`config.mk`:
```
export PLATFORM = sky130hd
export DESIGN_NAME = fpv_flash_protect
export DESIGN_NICKNAME = d
export VERILOG_FILES = /design/src/pkg/fpv_pkg.sv /design/src/verilog/fpv_mode_dec.sv /design/src/verilog/fpv_settle_tmr.sv /design/src/verilog/fpv_flash_protect.sv
export SDC_FILE = /design/constraint.sdc
export NUM_CORES = 1
export LEC_CHECK = 0
export BUFFER_PORTS_ARGS = -buffer_cell sky130_fd_sc_hd__buf_2
export CORE_UTILIZATION = 50
export DETAILED_ROUTE_END_ITERATION = 10
export PLACE_DENSITY_LB_ADDON = 0.08
export SYNTH_ARGS = -nofsm -noshare
export SYNTH_HDL_FRONTEND = slang
export SYNTH_SLANG_ARGS = --single-unit
export TNS_END_PERCENT = 20
```
`constraint.sdc`:
```
create_clock -name clk -period 3.5 [get_ports clk]
set_input_delay 0.175 -clock clk [delete_from_list [all_inputs] [get_ports clk]]
set_output_delay 0.175 -clock clk [all_outputs]
set_load 0.05 [all_outputs]
```
`src/pkg/fpv_pkg.sv`:
```
// shared constants and types for the flash protect and verify block
package fpv_pkg;

  // clock and prewrite-verify settling time
  localparam int unsigned CLK_HZ = 40_000_000;
  localparam int unsigned PVV_SETTLE_US = 4;
  localparam int unsigned PVV_SETTLE_RAW =
    (PVV_SETTLE_US * CLK_HZ + 999_999) / 1_000_000;
  localparam logic [7:0] PVV_SETTLE_CYC = 8'(PVV_SETTLE_RAW);

  // apb register byte offsets
  localparam int unsigned ADDR_W = 12;
  localparam logic [11:0] ADDR_MODE = 12'h000;
  localparam logic [11:0] ADDR_BLK1 = 12'h004;
  localparam logic [11:0] ADDR_BLK2 = 12'h008;
  localparam logic [11:0] ADDR_STAT = 12'h00C;

  // mode control register fields
  localparam int unsigned MODE_P_BIT = 0;
  localparam int unsigned MODE_E_BIT = 1;
  localparam int unsigned MODE_PV_BIT = 2;
  localparam int unsigned MODE_EV_BIT = 3;
  localparam logic [7:0] MODE_WMASK = 8'h0F;

  // status register fields
  localparam int unsigned STAT_LVL_LSB = 0;
  localparam int unsigned STAT_PROG_BIT = 3;
  localparam int unsigned STAT_ERASE_BIT = 4;
  localparam int unsigned STAT_HWP_BIT = 5;
  localparam int unsigned STAT_RDY_BIT = 6;

  // reset values
  localparam logic [7:0] MODE_RST = 8'h00;
  localparam logic [7:0] BLK1_RST = 8'h00;
  localparam logic [7:0] BLK2_RST = 8'h00;

  // block layout: four large blocks in register one, eight small in two
  localparam int unsigned BLK1_USED = 4;
  localparam int unsigned NUM_BLOCKS = 12;
  localparam logic [7:0] ALL_PROT_BLK1 = 8'hF0;
  localparam logic [7:0] ALL_PROT_BLK2 = 8'h00;

  // voltage level applied to the cells
  typedef enum logic [2:0] {
    LVL_READ = 3'b000,
    LVL_PREWRITE = 3'b001,
    LVL_PV = 3'b010,
    LVL_EV = 3'b011,
    LVL_PROG = 3'b100,
    LVL_ERASE = 3'b101
  } fpv_level_t;

  // apb request from the master
  typedef struct packed {
    logic psel;
    logic penable;
    logic pwrite;
    logic [11:0] paddr;
    logic [31:0] pwdata;
  } fpv_apb_req_t;

  // hardware protection sources
  typedef struct packed {
    logic vpp_ok;
    logic low_power;
    logic wdt_reset;
  } fpv_prot_in_t;

endpackage : fpv_pkg

```
`src/verilog/fpv_mode_dec.sv`:
```
// decodes mode bits and block selects into cell level and block enables
`timescale 1ns/1ps
`default_nettype none
module fpv_mode_dec import fpv_pkg::*; (
  input wire logic [3:0] mode_bits,
  input wire logic [11:0] blk_en,
  input wire logic hw_prot,
  output fpv_level_t level,
  output logic [11:0] prog_blk,
  output logic [11:0] erase_blk
);

  // p wins over e, then the verify bits; all clear gives prewrite-verify
  always_comb begin
    level = LVL_READ;
    prog_blk = '0;
    erase_blk = '0;
    if (hw_prot) begin
      level = LVL_READ;
    end else if (mode_bits[MODE_P_BIT]) begin
      level = LVL_PROG;
      prog_blk = blk_en;
    end else if (mode_bits[MODE_E_BIT]) begin
      level = LVL_ERASE;
      erase_blk = blk_en;
    end else if (mode_bits[MODE_PV_BIT]) begin
      level = LVL_PV;
    end else if (mode_bits[MODE_EV_BIT]) begin
      level = LVL_EV;
    end else begin
      level = LVL_PREWRITE;
    end
  end

endmodule : fpv_mode_dec
`default_nettype wire

```
`src/verilog/fpv_settle_tmr.sv`:
```
// counts the settling time after prewrite-verify is selected
`timescale 1ns/1ps
`default_nettype none
module fpv_settle_tmr import fpv_pkg::*; (
  input wire logic clk,
  input wire logic resetn,
  input wire logic active,
  output logic ready
);

  typedef struct packed {
    logic [7:0] cnt;
  } fpv_tmr_t;

  fpv_tmr_t q, d;

  // restart from zero whenever the mode is left, saturate at the count
  always_comb begin
    d = q;
    if (!active) begin
      d.cnt = 8'h00;
    end else if (q.cnt != PVV_SETTLE_CYC) begin
      d.cnt = q.cnt + 8'h01;
    end
  end

  always_ff @(posedge clk or negedge resetn) begin
    if (!resetn) begin
      q <= '0;
    end else begin
      q <= d;
    end
  end

  assign ready = active && (q.cnt == PVV_SETTLE_CYC);
endmodule : fpv_settle_tmr
`default_nettype wire

```
`src/verilog/fpv_flash_protect.sv`:
```
// flash protection and prewrite-verify control with apb registers
//
// Function
// - all mode bits clear selects prewrite-verify
// - prewrite-verify level applied, read returns data
// - protected blocks get no program or erase enable; the level still switches
// - per-block protect; verify modes stay usable
// - select values F0 and 00 protect all
// - hardware protection stops work, clears registers
// - no programming voltage clears and disables all
// - reset or low power clears and disables
// - hardware protection erase-disables every block
`timescale 1ns/1ps
`default_nettype none
module fpv_flash_protect import fpv_pkg::*; (
  input wire logic clk,
  input wire logic resetn,
  input wire fpv_apb_req_t apb,
  output logic [31:0] prdata,
  output logic pready,
  output logic pslverr,
  input wire fpv_prot_in_t prot,
  input wire logic flash_rd_req,
  input wire logic [7:0] flash_cell_data,
  output logic [7:0] rd_data,
  output fpv_level_t cell_level,
  output logic [11:0] prog_blk,
  output logic [11:0] erase_blk,
  output logic hw_protect,
  output logic pvv_ready
);

  // all block state
  typedef struct packed {
    logic [7:0] mode;
    logic [7:0] blk1;
    logic [7:0] blk2;
    logic [7:0] rd_data;
    logic [31:0] prdata;
    logic slverr;
    logic ack;
  } fpv_regs_t;

  fpv_regs_t q, d;
  logic hw_prot;
  logic [11:0] blk_en;
  fpv_level_t level;
  logic [11:0] prog_mask;
  logic [11:0] erase_mask;
  logic settled;
  logic acc;
  logic wr_acc;
  logic hit;
  logic [31:0] rd_word;
  logic [7:0] stat;

  // any hardware protection source, all synchronous inputs
  // no synchroniser here: the sources must already be in this clock domain
  assign hw_prot = !prot.vpp_ok | prot.low_power | prot.wdt_reset;

  // only the low bits of register one name real blocks
  // its upper nibble is still stored so software reads back what it wrote
  assign blk_en = {q.blk2, q.blk1[BLK1_USED-1:0]};

  // purely combinational, so a protect edge drops the enables at once
  fpv_mode_dec u_dec (
    .mode_bits(q.mode[3:0]),
    .blk_en(blk_en),
    .hw_prot(hw_prot),
    .level(level),
    .prog_blk(prog_mask),
    .erase_blk(erase_mask)
  );

  // settle count restarts whenever the level leaves prewrite-verify
  fpv_settle_tmr u_tmr (
    .clk(clk),
    .resetn(resetn),
    .active(level == LVL_PREWRITE),
    .ready(settled)
  );

  // apb access phase; two cycles so read data can come from a flop
  // the price is one wait state on every transfer, reads and writes alike
  assign acc = apb.psel & apb.penable;
  assign wr_acc = acc & q.ack & apb.pwrite;

  // status byte shows the block's own live state
  // it is read-only: a write to its offset changes nothing
  always_comb begin
    stat = 8'h00;
    stat[STAT_LVL_LSB +: 3] = level;
    stat[STAT_PROG_BIT] = |prog_mask;
    stat[STAT_ERASE_BIT] = |erase_mask;
    stat[STAT_HWP_BIT] = hw_prot;
    stat[STAT_RDY_BIT] = settled;
  end

  // register read decode; unmapped offsets answer with an error
  // the full address is decoded, so no register has an alias
  always_comb begin
    hit = 1'b1;
    rd_word = 32'h0000_0000;
    case (apb.paddr)
      ADDR_MODE: rd_word = {24'h00_0000, q.mode};
      ADDR_BLK1: rd_word = {24'h00_0000, q.blk1};
      ADDR_BLK2: rd_word = {24'h00_0000, q.blk2};
      ADDR_STAT: rd_word = {24'h00_0000, stat};
      default: hit = 1'b0;
    endcase
  end

  // next state of every register
  always_comb begin
    d = q;
    d.ack = acc & !q.ack;
    if (acc & !q.ack) begin
      d.prdata = hit ? rd_word : 32'h0000_0000;
      d.slverr = !hit;
    end
    // writes land only at the edge that completes the transfer
    // bits above the mode field are dropped so they always read zero
    if (wr_acc) begin
      case (apb.paddr)
        ADDR_MODE: d.mode = apb.pwdata[7:0] & MODE_WMASK;
        ADDR_BLK1: d.blk1 = apb.pwdata[7:0];
        ADDR_BLK2: d.blk2 = apb.pwdata[7:0];
        default: d.mode = q.mode;
      endcase
    end
    // array data captured as read; the level is already on the cells
    if (flash_rd_req) begin
      d.rd_data = flash_cell_data;
    end
    // protection overrides any write in the same cycle
    // and repeats every cycle, so nothing set survives while it lasts
    if (hw_prot) begin
      d.mode = MODE_RST;
      d.blk1 = BLK1_RST;
      d.blk2 = BLK2_RST;
    end
  end

  // one register stage; async reset loads constants only
  // answer flops clear too, so no stale pready follows a reset
  always_ff @(posedge clk or negedge resetn) begin
    if (!resetn) begin
      q.mode <= MODE_RST;
      q.blk1 <= BLK1_RST;
      q.blk2 <= BLK2_RST;
      q.rd_data <= 8'h00;
      q.prdata <= 32'h0000_0000;
      q.slverr <= 1'b0;
      q.ack <= 1'b0;
    end else begin
      q <= d;
    end
  end

  // enables are gated by the live protect term so work stops at once,
  // not one cycle later when the registers clear
  assign prog_blk = prog_mask;
  assign erase_blk = erase_mask;
  assign cell_level = level;
  assign hw_protect = hw_prot;
  assign pvv_ready = settled;
  assign rd_data = q.rd_data;
  assign prdata = q.prdata;
  assign pready = acc & q.ack;
  assign pslverr = acc & q.ack & q.slverr;
endmodule : fpv_flash_protect
`default_nettype wire

```
==> results_tabular.tex <==
\begin{tabular}{lr}
\hline
Metric & Value \\
\hline
\multicolumn{2}{l}{\textbf{Status}} \\
\quad Status & finished clean \\
\multicolumn{2}{l}{\textbf{Yosys}} \\
\quad Total of flip-flops plus latches after synthesis & 46 \\
\quad Number of warnings printed during yosys synthesis & 0 \\
\quad Number of distinct library cell variants in the gate-level netlist after synthesis & between 40 and 50 \\
\quad Primary FF master, synth & dfrtp\_1 \\
\quad Post-synthesis instance area & 0.00275 mm\^{}2 \\
\quad Share of synthesized area occupied by flip-flops and latches & 41.8\% \\
\quad Count of flip-flops with a built-in enable after synthesis & 0 \\
\quad Gate count of the mapped netlist & 288 \\
\quad Share of flip-flops with an asynchronous set or reset after synthesis & 100\% \\
\quad Avg Inst Size Synth & about 9.6 um\^{}2 \\
\multicolumn{2}{l}{\textbf{Finish}} \\
\quad Final Instance Area & about 0.0031 mm\^{}2 \\
\quad Count of antenna diodes in the layout & 0 \\
\quad Fill cell count & 480 \\
\quad Sequential standard cell area & roughly 0.0012 mm\^{}2 \\
\quad Area of the multi-input gates & roughly 0.0013 mm\^{}2 \\
\quad Area added between synthesis and finish & 12.0\% \\
\quad Share of final-layout standard cells stronger than drive strength 1 & 31.0\% \\
\quad Count of nets after finishing & $\sim$400 \\
\multicolumn{2}{l}{\textbf{STA}} \\
\quad Hold Vio Cnt, Final & 0 \\
\quad Transition at the pin with the smallest max-transition slack & 996 ps \\
\quad Max Fclk & 485 MHz \\
\quad Final-report max-slew violation count & 0 \\
\quad Shortest clock period the worst path allows after layout & $\sim$2100 ps \\
\quad Part of the cycle the worst path needs & about 59\% \\
\quad Setup repair after global routing missed its margin & no \\
\quad Final-layout setup total negative slack & 0 ps \\
\quad Max-slew headroom at the worst pin & between 30\% and 40\% \\
\quad Largest clock skew in the final design & between 9 and 10 ps \\
\quad Final setup fails & 0 \\
\multicolumn{2}{l}{\textbf{Power and ir drop}} \\
\quad Net load switching power & 0.000358 W \\
\quad Portion of total power attributed to the clock network & between 30\% and 40\% \\
\quad Part of the power in registers & 50.7\% \\
\quad Static leakage power & 1.58 nW \\
\quad Internal power contribution & around 0.00073 W \\
\quad Maximum resistive drop on vdd & around 0.17 mV \\
\quad Switch share & around 33\% \\
\quad Power density relative to cell area & 353 mW/mm\^{}2 \\
\quad Share of power burned in combinational logic & between 10\% and 20\% \\
\multicolumn{2}{l}{\textbf{Floorplanning}} \\
\quad I/O pin total & $\sim$130 \\
\quad DIE AREA & around 0.0058 mm\^{}2 \\
\quad Area of the core region & around 0.0052 mm\^{}2 \\
\quad Height of the die & about 76 um \\
\quad Chip width & roughly 76 um \\
\quad Initial core utilization & a little over half \\
\quad Count of standard-cell rows & 26 \\
\multicolumn{2}{l}{\textbf{Clock tree}} \\
\quad Sinks on the clock net & 46 \\
\quad Clock transition at the registers of the reported paths & roughly 90 ps \\
\quad Clock tree from TritonCTS & built \\
\quad Post-CTS sizing & 0 \\
\quad H-tree levels & 2 \\
\quad Master cell of the clock root buffer & clkbuf\_8 \\
\quad Clock insertion delay at the later pin of the skew report & $\sim$300 ps \\
\quad Number of post-CTS setup repair buffers & 0 \\
\quad Clk buf depth & 2 \\
\quad Hold Buf Count CTS & 0 \\
\quad Number of buffers created by CTS & 5 \\
\multicolumn{2}{l}{\textbf{Routing}} \\
\quad Wire length per cell & between 10 and 15 um \\
\quad Detail-routed via count per cell & around 5.3 \\
\quad Total wire length & just under 6000 um \\
\quad Via count & 2,231 \\
\quad Number of remaining DRC errors & 0 \\
\quad DRT Pass-1 Iters & 4 \\
\quad Post-detailed-route count of antenna-violating nets & 0 \\
\quad Iteration-0 DRC count of the detailed router & 84 \\
\multicolumn{2}{l}{\textbf{Worst setup path}} \\
\quad Arrival @ worst endpoint & $\sim$1900 ps \\
\quad Maximum fanout count along the critical path & 30 \\
\quad Ordered cell list for the critical path & buf\_2 -> nor3b\_2 -> buf\_4 -> inv\_1 -> nor3b\_1 -> buf\_4 -> and2\_1 -> buf\_2 \\
\quad Class of the most critical setup path & in -> out \\
\quad Register-to-Register Setup Slack & approximately 1800 ps \\
\quad Max stage delay cell, worst path & buf\_4 \\
\quad Crit path launch type & input port \\
\quad Largest incremental delay on the critical path & around 310 ps \\
\quad Data required time of the critical path & $\sim$3300 ps \\
\quad Endpoint kind of the worst setup timing path & output pin \\
\multicolumn{2}{l}{\textbf{Global route}} \\
\quad First-pass GRT wire length & 10,100 um \\
\quad Vias in the first global route & between 2,000 and 2,500 \\
\quad Largest net degree at the start of global routing & 47 \\
\quad Total overflow reported by the global router & 0 \\
\quad GRT Util Overall & 21.6\% \\
\quad Number of antenna violations at the first check in global routing & 0 \\
\multicolumn{2}{l}{\textbf{Place}} \\
\quad Routability cong. & approximately 0.81 \\
\quad Port Buf Inserts & just over 80 \\
\quad Sum of net half-perimeters after detailed placement & between 4000 and 5000 um \\
\quad Area of placed instances & around 0.003 mm\^{}2 \\
\multicolumn{2}{l}{\textbf{Flow run}} \\
\quad Number of max-cap violations & 0 \\
\multicolumn{2}{l}{\textbf{Min path}} \\
\quad Hold crit path type & in -> async \\
\hline
\end{tabular}
cell usage in the layout, fill, tap and decap left out, types with 6 or more instances in the layout:
| cell | n |
|---|---|
| buf_2 | 83 |
| dfrtp_1 | 46 |
| conb_1 | 24 |
| nor2_1 | 20 |
| o21ai_0 | 17 |
| nand3_1 | 16 |
| and2_1 | 15 |
| and3_1 | 15 |
| nand2_1 | 14 |
| a21oi_1 | 10 |
| o211ai_1 | 8 |
| mux2_2 | 8 |
| a22o_1 | 8 |
| nor2b_1 | 6 |
| mux2i_1 | 6 |
worst max-delay path: cells and delay by family:
| family | cells | cell delay (ps) |
|---|---|---|
| buffers and inverters | 5 | 1140 |
| AND/OR/NAND/NOR | 3 | 550 |
logic make-up after synthesis:
logic type	after synthesis	synth area share (%)
fa+ha+maj	2	0.909
mux	16	7.09
simple gates	105	22.3
flops	46	41.8
buf+inv	61	13.9
xor+xnor	6	1.91
other cells	1	0.136
compound gates	51	11.9
flip-flops by register name, summed over array words and instances, names as in the netlist:
signal   count
blk_en      12
q           10
prdata       8
rd_data      8
u_tmr.q      8
layer usage:
layer	vias up	global-route usage [%]	wire length, um
li1	1064	-	-
met1	1073	32.3	2800
met2	89	32.8	2710
met3	5	3.71	365
met4	0	5.00	50
met5	-	0	0
cell usage after synthesis (6+ instances only):
cell,count,area share (%)
nand3_1,16,2.9
o21ai_0,17,3.1
nor2b_1,6,1.4
dfrtp_1,46,42
and3_1,15,3.4
mux2_2,8,3.3
clkbuf_1,12,1.6
a22o_1,8,2.5
buf_4,40,11
o211ai_1,8,2.2
mux2i_1,6,2.2
a21oi_1,10,1.8
and2_1,15,3.4
nand2_1,14,1.9
nor2_1,20,2.7
cell type report:
type | count | area share [%]
clock buffer | 5 | 2.23
clock inverter | 3 | 0.770
inverter | 5 | 0.608
multi-input combinational | 204 | 42.3
sequential | 46 | 37.3
tap | 70 | 2.84
timing repair buffer | 85 | 13.9
through the flow:
stage	power (W)	util, %	setup slack, ps	hold WS [ps]	std cells
after floorplan	0.000751	-	768	-121	311
after global placement	0.000766	57.5	1480	402	410
after detailed placement	0.000769	57.5	1450	402	410
after CTS	0.00110	59.3	1430	65.1	418
after global routing	0.00113	59.3	1250	93.5	418
final	0.00109	59.3	1440	28.9	418
power by group through the flow:
stage	sequential (W)	clock, W	combinational [W]
global placement	0.000562	0	0.000204
detailed placement	0.000562	0	0.000206
finish	0.000552	0.000332	0.000205
CTS	0.000552	0.000343	0.000206
global route	0.000554	0.000361	0.000218
floorplan	0.000561	0	0.000190
path summary, 6_finish.rpt:
path,startpoint,end,depth (start not counted)
worst max-delay path,prot[0],erase_blk[8],8
worst min-delay path,resetn,rd_data[7]$_DFFE_PN0P_,1
worst max register to register,q[58]$_DFFE_PN0P_,prdata[6]$_DFFE_PN0P_,4
worst min register to register,q[1]$_DFFE_PN0P_,q[1]$_DFFE_PN0P_,2
max in group asynchronous,resetn,q[58]$_DFFE_PN0P_,1
min in group clk,flash_cell_data[7],rd_data[7]$_DFFE_PN0P_,2
Note: power is estimated with default switching activity, not from simulation.
